File: src/rtl/lcc_pkg.sv
// Purpose: shared constants and types of the light conversion controller
// Assumes: 200 MHz mclk, two 16-bit integrating converters outside
// Notes:   integration times are kept in microseconds, cycles derived
package lcc_pkg;

	localparam int CLK_MHZ   = 200;
	localparam int RES_W     = 16;
	localparam int PERSIST_W = 4;

	// serial bus rates of the two variants
	localparam int SMB_KHZ      = 100;
	localparam int I2C_KHZ      = 400;
	localparam int SMB_HALF_CYC = (CLK_MHZ * 1000) / (2 * SMB_KHZ);
	localparam int I2C_HALF_CYC = (CLK_MHZ * 1000) / (2 * I2C_KHZ);

	// nominal integration times
	localparam int INTEG_US_S   = 13700;
	localparam int INTEG_US_M   = 101000;
	localparam int INTEG_US_L   = 402000;
	localparam int INTEG_CYC_S  = INTEG_US_S * CLK_MHZ;
	localparam int INTEG_CYC_M  = INTEG_US_M * CLK_MHZ;
	localparam int INTEG_CYC_L  = INTEG_US_L * CLK_MHZ;

	// integration time select codes
	localparam logic [1:0] INTEG_SEL_S = 2'h0;
	localparam logic [1:0] INTEG_SEL_M = 2'h1;
	localparam logic [1:0] INTEG_SEL_L = 2'h2;

	// reset values
	localparam logic [6:0]  ADDR_RST = 7'h00;
	localparam logic [RES_W-1:0] RES_RST = 16'h0000;
	localparam logic [31:0] CNT_RST  = 32'h0000_0000;
	localparam logic [PERSIST_W-1:0] PCNT_RST = 4'h0;

	typedef struct packed {
		logic                 power_on;
		logic                 high_gain;
		logic [1:0]           integ;
		logic [PERSIST_W-1:0] persist;
		logic                 int_en;
	} lcc_cfg_t;

	typedef struct packed {
		logic [RES_W-1:0] upper;
		logic [RES_W-1:0] lower;
	} lcc_thr_t;

	typedef struct packed {
		logic [RES_W-1:0] ch0;
		logic [RES_W-1:0] ch1;
	} lcc_pair_t;

	typedef enum logic [1:0] {
		ST_IDLE  = 2'b00,
		ST_INTEG = 2'b01,
		ST_XFER  = 2'b10
	} lcc_state_t;

endpackage : lcc_pkg

File: src/rtl/lcc_ctrl.sv
// Purpose: conversion sequencing, result buffering, threshold interrupt
// Assumes: host register decode lives elsewhere and drives plain ports
// Notes:   adc_res is sampled on the last integration cycle
//
// Contract
// both channels integrate over the same window
// finished results go to channel 0/1 registers
// data registers never change during a host read
// next integration starts automatically after transfer
// each result is 16-bit unsigned
// flag values above upper or below lower
// interrupt only after programmed persistence
// level variant holds interrupt until host clear
// bus-alert variant also releases on alert response
// interrupt pin is open drain, low when asserted
// two-wire bus, 100 kHz or 400 kHz
// three-level strap chooses slave address
// host sets gain and integration time
// host can select power-down mode
// power-down halts conversion, port stays alive
module lcc_ctrl #(
	parameter bit        SMBUS_VARIANT = 1'b0,
	parameter int        INTEG_CYC_S   = lcc_pkg::INTEG_CYC_S,
	parameter int        INTEG_CYC_M   = lcc_pkg::INTEG_CYC_M,
	parameter int        INTEG_CYC_L   = lcc_pkg::INTEG_CYC_L,
	// slave addresses per strap level, values arbitrary
	parameter logic [6:0] ADDR_GND     = 7'h20,
	parameter logic [6:0] ADDR_FLOAT   = 7'h21,
	parameter logic [6:0] ADDR_VDD     = 7'h22
) (
	// clock and reset
	input  wire logic               mclk,
	input  wire logic               rstn,
	// host configuration
	input  wire lcc_pkg::lcc_cfg_t  cfg,
	input  wire lcc_pkg::lcc_thr_t  thr,
	input  wire logic               host_rd_busy,
	input  wire logic               int_clear,
	input  wire logic               alert_resp,
	// converter side
	input  wire lcc_pkg::lcc_pair_t adc_res,
	output      logic               integ_run,
	output      logic               adc_gain,
	// results
	output      lcc_pkg::lcc_pair_t data,
	output      logic               data_new,
	// pins
	input  wire logic               scl_pin,
	input  wire logic               strap_hi_pin,
	input  wire logic               strap_lo_pin,
	output      logic               int_o,
	output      logic               int_oe,
	// status
	output      logic [6:0]         slave_addr,
	output      logic               bus_fast_seen
);
	import lcc_pkg::*;

	// each window needs one open cycle before its capture cycle
	if (INTEG_CYC_S < 2 || INTEG_CYC_M < 2 ||
			INTEG_CYC_L < 2) begin : g_bad_integ
		$error("integration counts must be at least 2");
	end

	localparam int HALF_CYC = SMBUS_VARIANT ? SMB_HALF_CYC : I2C_HALF_CYC;
	// edges until both strap synchroniser stages hold the pin value
	localparam logic [1:0] STRAP_SETTLE = 2'h2;

	function automatic logic [31:0] integ_limit(input logic [1:0] sel);
		unique case (sel)
			INTEG_SEL_S: integ_limit = 32'(INTEG_CYC_S - 1);
			INTEG_SEL_M: integ_limit = 32'(INTEG_CYC_M - 1);
			default:     integ_limit = 32'(INTEG_CYC_L - 1);
		endcase
	endfunction : integ_limit

	lcc_state_t state;
	logic [31:0] cnt;
	lcc_pair_t   shadow;
	logic        shadow_full;
	logic        conv_end;
	logic        outside;
	logic [PERSIST_W-1:0] pcnt;
	logic [PERSIST_W-1:0] next_pcnt;
	logic        fire;
	logic        clear_any;
	logic [1:0]  scl_s, hi_s, lo_s;
	logic        strap_done;
	logic [1:0]  strap_age;
	logic [31:0] high_cnt;

	// conversion sequencer
	// >= so a shorter time picked mid-window ends it instead of wrapping
	assign conv_end = cfg.power_on && (state == ST_INTEG) &&
		(cnt >= integ_limit(cfg.integ));

	always_ff @(posedge mclk or negedge rstn) begin
		if (!rstn) begin
			state <= ST_IDLE;
			cnt   <= CNT_RST;
		end else if (!cfg.power_on) begin
			state <= ST_IDLE;
			cnt   <= CNT_RST;
		end else begin
			unique case (state)
				ST_IDLE: state <= ST_INTEG;
				ST_INTEG: begin
					cnt <= cnt + 32'h0000_0001;
					if (conv_end) begin
						state <= ST_XFER;
						cnt   <= CNT_RST;
					end
				end
				ST_XFER: state <= ST_INTEG;
				default: state <= ST_IDLE;
			endcase
		end
	end

	// one window drives both converters together
	always_ff @(posedge mclk or negedge rstn) begin
		if (!rstn)
			integ_run <= 1'b0;
		else
			integ_run <= cfg.power_on && (state == ST_INTEG) && !conv_end;
	end

	always_ff @(posedge mclk or negedge rstn) begin
		if (!rstn)
			adc_gain <= 1'b0;
		else
			adc_gain <= cfg.high_gain;
	end

	// shadow stage lets a read finish before the visible copy moves
	always_ff @(posedge mclk or negedge rstn) begin
		if (!rstn) begin
			shadow      <= '0;
			shadow_full <= 1'b0;
		end else if (conv_end) begin
			shadow.ch0  <= adc_res.ch0;
			shadow.ch1  <= adc_res.ch1;
			shadow_full <= 1'b1;
		end else if (shadow_full && !host_rd_busy) begin
			shadow_full <= 1'b0;
		end
	end

	always_ff @(posedge mclk or negedge rstn) begin
		if (!rstn) begin
			data     <= '0;
			data_new <= 1'b0;
		end else begin
			data_new <= 1'b0;
			if (shadow_full && !host_rd_busy) begin
				data     <= shadow;
				data_new <= 1'b1;
			end
		end
	end

	// threshold check on broadband channel, persistence counted in conversions
	assign outside = (adc_res.ch0 > thr.upper) || (adc_res.ch0 < thr.lower);
	assign next_pcnt = (pcnt == {PERSIST_W{1'b1}}) ? pcnt : pcnt + 4'h1;
	assign fire = conv_end && outside &&
		(next_pcnt >= ((cfg.persist == PCNT_RST) ? 4'h1 : cfg.persist));

	always_ff @(posedge mclk or negedge rstn) begin
		if (!rstn)
			pcnt <= PCNT_RST;
		else if (!cfg.power_on)
			pcnt <= PCNT_RST;
		else if (conv_end)
			pcnt <= outside ? next_pcnt : PCNT_RST;
	end

	// a new event beats a clear in the same cycle
	assign clear_any = int_clear || (SMBUS_VARIANT && alert_resp);

	always_ff @(posedge mclk or negedge rstn) begin
		if (!rstn)
			int_oe <= 1'b0;
		else if (fire && cfg.int_en)
			int_oe <= 1'b1;
		else if (clear_any)
			int_oe <= 1'b0;
	end

	// pin is only ever pulled low, never driven high
	always_ff @(posedge mclk or negedge rstn) begin
		if (!rstn)
			int_o <= 1'b0;
		else
			int_o <= 1'b0;
	end

	// pin synchronisers
	always_ff @(posedge mclk or negedge rstn) begin
		if (!rstn) begin
			scl_s <= 2'h3;
			hi_s  <= 2'h0;
			lo_s  <= 2'h0;
		end else begin
			scl_s <= {scl_s[0], scl_pin};
			hi_s  <= {hi_s[0], strap_hi_pin};
			lo_s  <= {lo_s[0], strap_lo_pin};
		end
	end

	// strap is caught once after reset; later pin changes are ignored
	always_ff @(posedge mclk or negedge rstn) begin
		if (!rstn) begin
			slave_addr <= ADDR_RST;
			strap_done <= 1'b0;
			strap_age  <= 2'h0;
		end else if (!strap_done) begin
			if (strap_age != STRAP_SETTLE) begin
				strap_age <= strap_age + 2'h1;
			end else begin
				strap_done <= 1'b1;
				if (hi_s[1])
					slave_addr <= ADDR_VDD;
				else if (lo_s[1])
					slave_addr <= ADDR_GND;
				else
					slave_addr <= ADDR_FLOAT;
			end
		end
	end

	// flags a clock high phase shorter than the variant allows
	always_ff @(posedge mclk or negedge rstn) begin
		if (!rstn) begin
			high_cnt      <= CNT_RST;
			bus_fast_seen <= 1'b0;
		end else if (scl_s[1]) begin
			if (high_cnt != 32'hffff_ffff)
				high_cnt <= high_cnt + 32'h0000_0001;
		end else begin
			high_cnt <= CNT_RST;
			if (high_cnt != CNT_RST && high_cnt < 32'(HALF_CYC))
				bus_fast_seen <= 1'b1;
		end
	end
endmodule : lcc_ctrl

File: config.mk
export PLATFORM = sky130hd
export DESIGN_NAME = lcc_ctrl
export DESIGN_NICKNAME = d
export VERILOG_FILES = /design/src/rtl/lcc_pkg.sv /design/src/rtl/lcc_ctrl.sv
export SDC_FILE = /design/constraint.sdc
export NUM_CORES = 1
export LEC_CHECK = 0
export BUFFER_PORTS_ARGS = -buffer_cell sky130_fd_sc_hd__buf_2
export CORE_ASPECT_RATIO = 0.9
export CORE_MARGIN = 4
export CORE_UTILIZATION = 52
export DETAILED_ROUTE_END_ITERATION = 10
export PLACE_DENSITY = 0.77
export SYNTH_ARGS = -nofsm -noshare
export SYNTH_HDL_FRONTEND = slang
export SYNTH_SLANG_ARGS = --single-unit
File: constraint.sdc
create_clock -name mclk -period 2.2 [get_ports mclk]
set_input_delay 0.22 -clock mclk [delete_from_list [all_inputs] [get_ports mclk]]
set_output_delay 0.22 -clock mclk [all_outputs]
set_load 0.03 [all_outputs]
== Word level (Yosys, flattened, before mapping) ==
Index checks and enable logic that the tools add are counted.

* Add/sub/neg operators: 4
* Order comparisons: 5
* Eq/ne operators: 10
* Multiplexer cells: 23
* Bitwise logic cells: 3
* Reduce and logical (&&, ||, !) cells: 21

{| class="wikitable"
|+ Operators with widths
! cell !! count
|-
| 2-to-1 mux 32 bit || 5
|-
| adder 32 x 1 -> 32 bit, second input constant || 2
|-
| one-hot mux 27 bit (2 select lines) || 1
|-
| greater-or-equal comparator 32 bit || 1
|-
| < comparator 32 x 8 -> 1 bit, second input constant || 1
|-
| inequality test 32 bit, second input constant || 1
|-
| nonzero test 32 bit || 1
|-
| 2-to-1 mux 4 bit || 5
|-
| > comparator 16 bit || 1
|-
| < comparator 16 bit || 1
|-
| logical AND 1 bit || 8
|-
| 2-to-1 mux 1 bit || 8
|-
| 2-to-1 mux 2 bit || 3
|-
| inequality test 2 x 1 -> 1 bit, second input constant || 3
|-
| AND reduction 2 bit || 3
|-
| adder 4 x 1 -> 4 bit, second input constant || 1
|-
| == test 2 x 1 -> 1 bit, second input constant || 2
|-
| == test 4 bit, second input constant || 1
|-
| greater-or-equal comparator 4 bit || 1
|-
| zero test 2 bit || 2
|-
| zero test 4 bit || 1
|-
| one-hot mux 2 bit (2 select lines) || 1
|-
| nonzero test 2 bit || 2
|-
| inequality test 3 bit, second input constant || 1
|-
| other kinds (7) || 10
|}

* Flip-flop bits (word level): 156
* Word-level logic and storage cells: 86

== Depth between registers and ports, before layout ==
* Word-level depth: 8
* Depth in mapped cells: 12
* Depth with buffers taken out: 11

== Least setup slack after synthesis ==
OpenSTA, ideal clock, no wires.

* Kind: input -> register
* Start point: input cfg[6] in the netlist's numbering
* End point: register shadow[0] in the netlist's numbering
* Setup time: 0.127 ns
* Data arrival time: 2.313 ns
* Setup slack: -0.240 ns
* Cell stages on the path: 12
* Path buffers: 1
* Cells stage by stage: inv_1 nand2_1 inv_1 ha_1 nand4_1 nor3_1 a2111oi_4 o211ai_2 nand2_2 inv_2 buf_6 mux2_1

* Cells in the longest elaborated chain, start to end: 4

{| class="wikitable"
|+ RTL lines
! what !! RTL line !! source
|-
| start: declaration || lcc_ctrl.sv:35 || <nowiki>input wire lcc_pkg::lcc_cfg_t cfg,</nowiki>
|-
| == test 2 x 1 -> 1 bit / zero test 2 bit (equally long branches) || lcc_ctrl.sv:70 || <nowiki>unique case (sel)</nowiki>
|-
| one-hot mux 27 bit (2 select lines) (*) || lcc_ctrl.sv:70 ||
|-
| greater-or-equal comparator 32 bit (*) || lcc_ctrl.sv:95 || <nowiki>(cnt >= integ_limit(cfg.integ));</nowiki>
|-
| logical AND 1 bit (*) || lcc_ctrl.sv:94 || <nowiki>assign conv_end = cfg.power_on && (state == ST_INTEG) &&</nowiki>
|-
| end: declaration || lcc_ctrl.sv:79 || <nowiki>lcc_pair_t shadow;</nowiki>
|}

Every way passes the cells marked *; elsewhere a longest branch is shown, timed or not.
A chain may end at the register's enable or synchronous reset.

== Worst setup path after layout ==
* Start point: register cnt[24]
* End point: register cnt[27]

* Cells in the longest elaborated chain, start to end: 5

{| class="wikitable"
|+ RTL lines
! what !! RTL line !! source
|-
| start: declaration || lcc_ctrl.sv:78 || <nowiki>logic [31:0] cnt;</nowiki>
|-
| start signal: assignment || lcc_ctrl.sv:108 || <nowiki>cnt <= cnt + 32'h0000_0001;</nowiki>
|-
| greater-or-equal comparator 32 bit || lcc_ctrl.sv:95 ||
|-
| logical AND 1 bit || lcc_ctrl.sv:94 ||
|-
| 2-to-1 mux 32 bit (*) || lcc_ctrl.sv:109 || <nowiki>if (conv_end) begin</nowiki>
|-
| 2-to-1 mux 32 bit (*) || lcc_ctrl.sv:105 || <nowiki>unique case (state)</nowiki>
|-
| 2-to-1 mux 32 bit (*) || lcc_ctrl.sv:101 || <nowiki>end else if (!cfg.power_on) begin</nowiki>
|}

Every way passes the cells marked *; elsewhere a longest branch is shown, timed or not. The select of a mux whose other input is x is not followed.

==> results.py <==
metrics = {
    "logic_synthesis": {
        "ys_ff_latch": 152,
        "synth.area.top_cells": "dfrtp_1 46%, ha_1 8.9%, mux2_2 5.7%, mux2_1 3.5%, nand2_1 2.8%",
        "synth_area_leader_cell": "dfrtp_1",
        "synth_edf_count": 0,
        "synthDominantCellAreaShare": 0.461,
        "synth_warnings": 0,
        "syn_inst": 761,
        "ys.flop_type": "dfrtp_1",
        "ys_async_sr_fraction": 1.00,
        "ys_types": 69,
        "synth_commonest_cells": "150 x dfrtp_1, 60 x nand2_1, 58 x ha_1, 49 x inv_1, 41 x mux2_2",
        "yosysMostFrequentCell": "dfrtp_1",
        "syn_area_um2": 8150,
        "syn-mean-instance-area_um2": 10.7,
        "seq_area_frac_synth": 0.467,
    },
    "route": {
        "drtIter0Drc": 384,
        "ant_nets": 0,
        "num_vias": 6644,
        "wl_per_cell_um": 17.0,
        "firstDrtPassIters": 5,
        "drt-total-wl_um": 20300,
        "vias_per_cell": 5.56,
        "drc": 0,
    },
    "global_routing": {
        "grt_max_degree": 61,
        "grt_pass1_wl_um": 31300,
        "grt_pass1_vias": 6528,
        "grt_overflow": 0,
        "grt_usage": 0.215,
        "antenna_found_initial": 0,
    },
    "final_layout": {
        "area_growth_pct": 33.9,
        "num-fill-cells": 1081,
        "layout-drive-gt1-share": 0.371,
        "seqCellArea_um2": 3810,
        "antennaDiodeCount": 0,
        "nNetsFinal": 1119,
        "multi_input_area_um2": 4370,
    },
    "clock_network": {
        "cts_buffers": 17,
        "clk_latency_ps": 440,
        "cts_tree": "yes",
        "path_clk_slew_ps": 70,
        "cts-root-buf": "clkbuf_16",
        "cts_sinks": 152,
        "clk_path_buf_depth": 2,
        "h-tree-depth": 4,
    },
    "critical_path": {
        "endpoint_kind": "flop",
        "cp.arrival_ps": 2740,
        "cp.required_ps": 2520,
        "slowest_delay_ps": 410,
        "critPathTopFamily": "simple AND/OR/NAND/NOR gates",
        "cp_num_buf_inv": 2,
        "startpoint_type": "flop",
        "path_depth": 9,
        "critical_path.max_fanout": 5,
        "ff2ff_path_depth": 9,
        "setup.worst_path.end": "cnt[27]",
        "r2r-start": "cnt[24]",
        "crit_chain": "ha_1 -> nand4bb_1 -> nor3_2 -> nand3_2 -> o2111a_2 -> buf_12 -> clkbuf_16 -> a41oi_1 -> nor2_1",
        "r2r-end": "cnt[27]",
        "slowest_stage": "dfrtp_1",
        "crit_path_start": "cnt[24]",
        "worstSetupPathType": "flop to flop",
        "rrSetupSlack_ps": -220,
    },
    "min_path": {
        "worstHoldStart": "adc_res[3]",
        "hp-class": "input pin to flop",
    },
    "floorplanning": {
        "rows": 43,
        "die_w_um": 140,
        "die_y_um": 127,
        "core_area_um2": 15400,
        "boundaryPins": 126,
        "die_area_um2": 17700,
        "initial_core_util": 0.530,
    },
    "timing": {
        "worst_pin_slew_ps": 758,
        "timing.fmax_mhz": 413,
        "layout_min_cycle_time_ps": 2420,
        "slew_viol_final": 0,
        "fin_ws_ps": -220,
        "timing.final.hold_violations": 0,
        "skew_ps": 9.22,
        "relSlewSlack": 0.493,
        "fin_tns_setup_ps": -8980,
        "setup_viol": 65,
        "fin_crit_sh": 1.10,
        "rsz0062_at_grt": "yes",
    },
    "run_status": {
        "status": "finished with violations",
        "violations": "setup timing",
    },
    "run": {
        "cap_violations": 0,
    },
    "power": {
        "peakVddDrop_uv": 652,
        "leakagePower_nw": 5.32,
        "p_per_area_nw_per_um2": 632,
    },
    "placed_design": {
        "place.gp.congestion": 0.854,
        "port_buffers": 119,
        "dp_slack_ps": -384,
        "dp_hpwl_um": 13200,
    },
}
==> flip-flops by register name (all words and copies together) (netlist names), 2 cells and up <==
signal      flops
pcnt            4
hi_s            2
strap_age       2
cnt            32
lo_s            2
high_cnt       32
scl_s           2
shadow         32
state           2
data           32
slave_addr      3
==> repair_timing <==
| action | CTS | global route |
|---|---|---|
| endpoints found under the setup margin | 60 | 70 |
| resized for setup | 20 | 40 |
| pin swaps | 6 | 34 |
| cloned | 0 | 8 |
| hold endpoints to repair | 60 | 0 |
| hold buffers | 7 | 0 |
| buffers inserted | 3 | 13 |
==> kinds of logic (layout without fill, tap and decap cells) <==
logic type / after synthesis / in the layout / share of synthesized area
AOI/OAI and AO/OA: 124 / 124 / 0.105
xor gates and xnor gates: 32 / 32 / 0.0344
adders and majority gates: 58 / 58 / 0.0890
buffers and inverters: 78 / 306 / 0.0433
DFF: 152 / 152 / 0.467
muxes: 67 / 67 / 0.0924
other: 1 / 5 / 0.000460
and+or+nand+nor: 249 / 249 / 0.168
==> stage by stage <==
step / util / area, um^2 / hold WS [ps] / instances / total power [mW]
final: 0.709 / 10900 / 8.61 / 1195 / 6.90
after global routing: 0.709 / 10900 / 2.80 / 1195 / 7.15
after CTS: 0.674 / 10400 / 4.00 / 1174 / 6.81
after detailed placement: 0.622 / 9580 / 240 / 1133 / 3.67
after global placement: 0.622 / 9580 / 238 / 1133 / 3.65
after floorplan: - / 8250 / -75.6 / 765 / 3.36
==> worst register-to-register path, delay by kind of cell (launching register included) <==
| kind | cells | cell delay [ps] |
|---|---|---|
| buffers and inverters | 2 | 320 |
| adder cells (fa/ha/maj) | 1 | 310 |
| AND/OR/NAND/NOR | 4 | 660 |
| flip-flops | 1 | 410 |
| AO/OA/AOI/OAI | 2 | 600 |
==> report_power, final <==
part / internal (mW) / leakage, nW / switching (mW)
clock: 1.84 / 0.306 / 1.31
combinational: 0.357 / 2.99 / 0.462
sequential: 2.88 / 2.03 / 0.0495
==> layout make-up <==
class	instances	area share
Multi-Input combinational cell	535	0.401
Sequential cell	152	0.349
Timing Repair Buffer	224	0.151
Clock buffer	17	0.0390
Tap cell	202	0.0232
Clock inverter	15	0.0191
Inverter	50	0.0180
==> layer usage <==
layer,share of wire,up-vias,GRT usage
met2,0.48,236,0.347
met4,0.017,0,0.0547
met3,0.072,31,0.0641
met5,0,-,0
met1,0.43,3206,0.286
li1,-,3171,-
==> how the worst min path moves through the flow <==
stage	endpoint	cells after the start
after floorplan	adc_gain	0
after global placement	high_cnt[4]	1
after detailed placement	high_cnt[5]	1
after CTS	shadow[3]	2
after global routing	shadow[6]	2
final	shadow[3]	2
==> placed cells by master, fill, tap and decap left out, types with 15 or more instances in the layout <==
| cell type | Yosys | layout |
|---|---|---|
| a21oi_1 | 32 | 25 |
| a31oi_1 | 25 | 19 |
| and2_1 | 29 | 29 |
| buf_2 | 6 | 118 |
| buf_4 | 6 | 78 |
| clkbuf_16 | 0 | 23 |
| dfrtp_1 | 150 | 150 |
| ha_1 | 58 | 52 |
| inv_1 | 49 | 47 |
| mux2_1 | 25 | 15 |
| mux2_2 | 41 | 40 |
| nand2_1 | 60 | 59 |
| nand3_1 | 27 | 24 |
| nand4_1 | 22 | 22 |
| nor2_1 | 28 | 28 |
| o21ai_0 | 22 | 16 |
| xnor2_1 | 18 | 18 |
No activity file was read; power rests on OpenSTA's default activity.
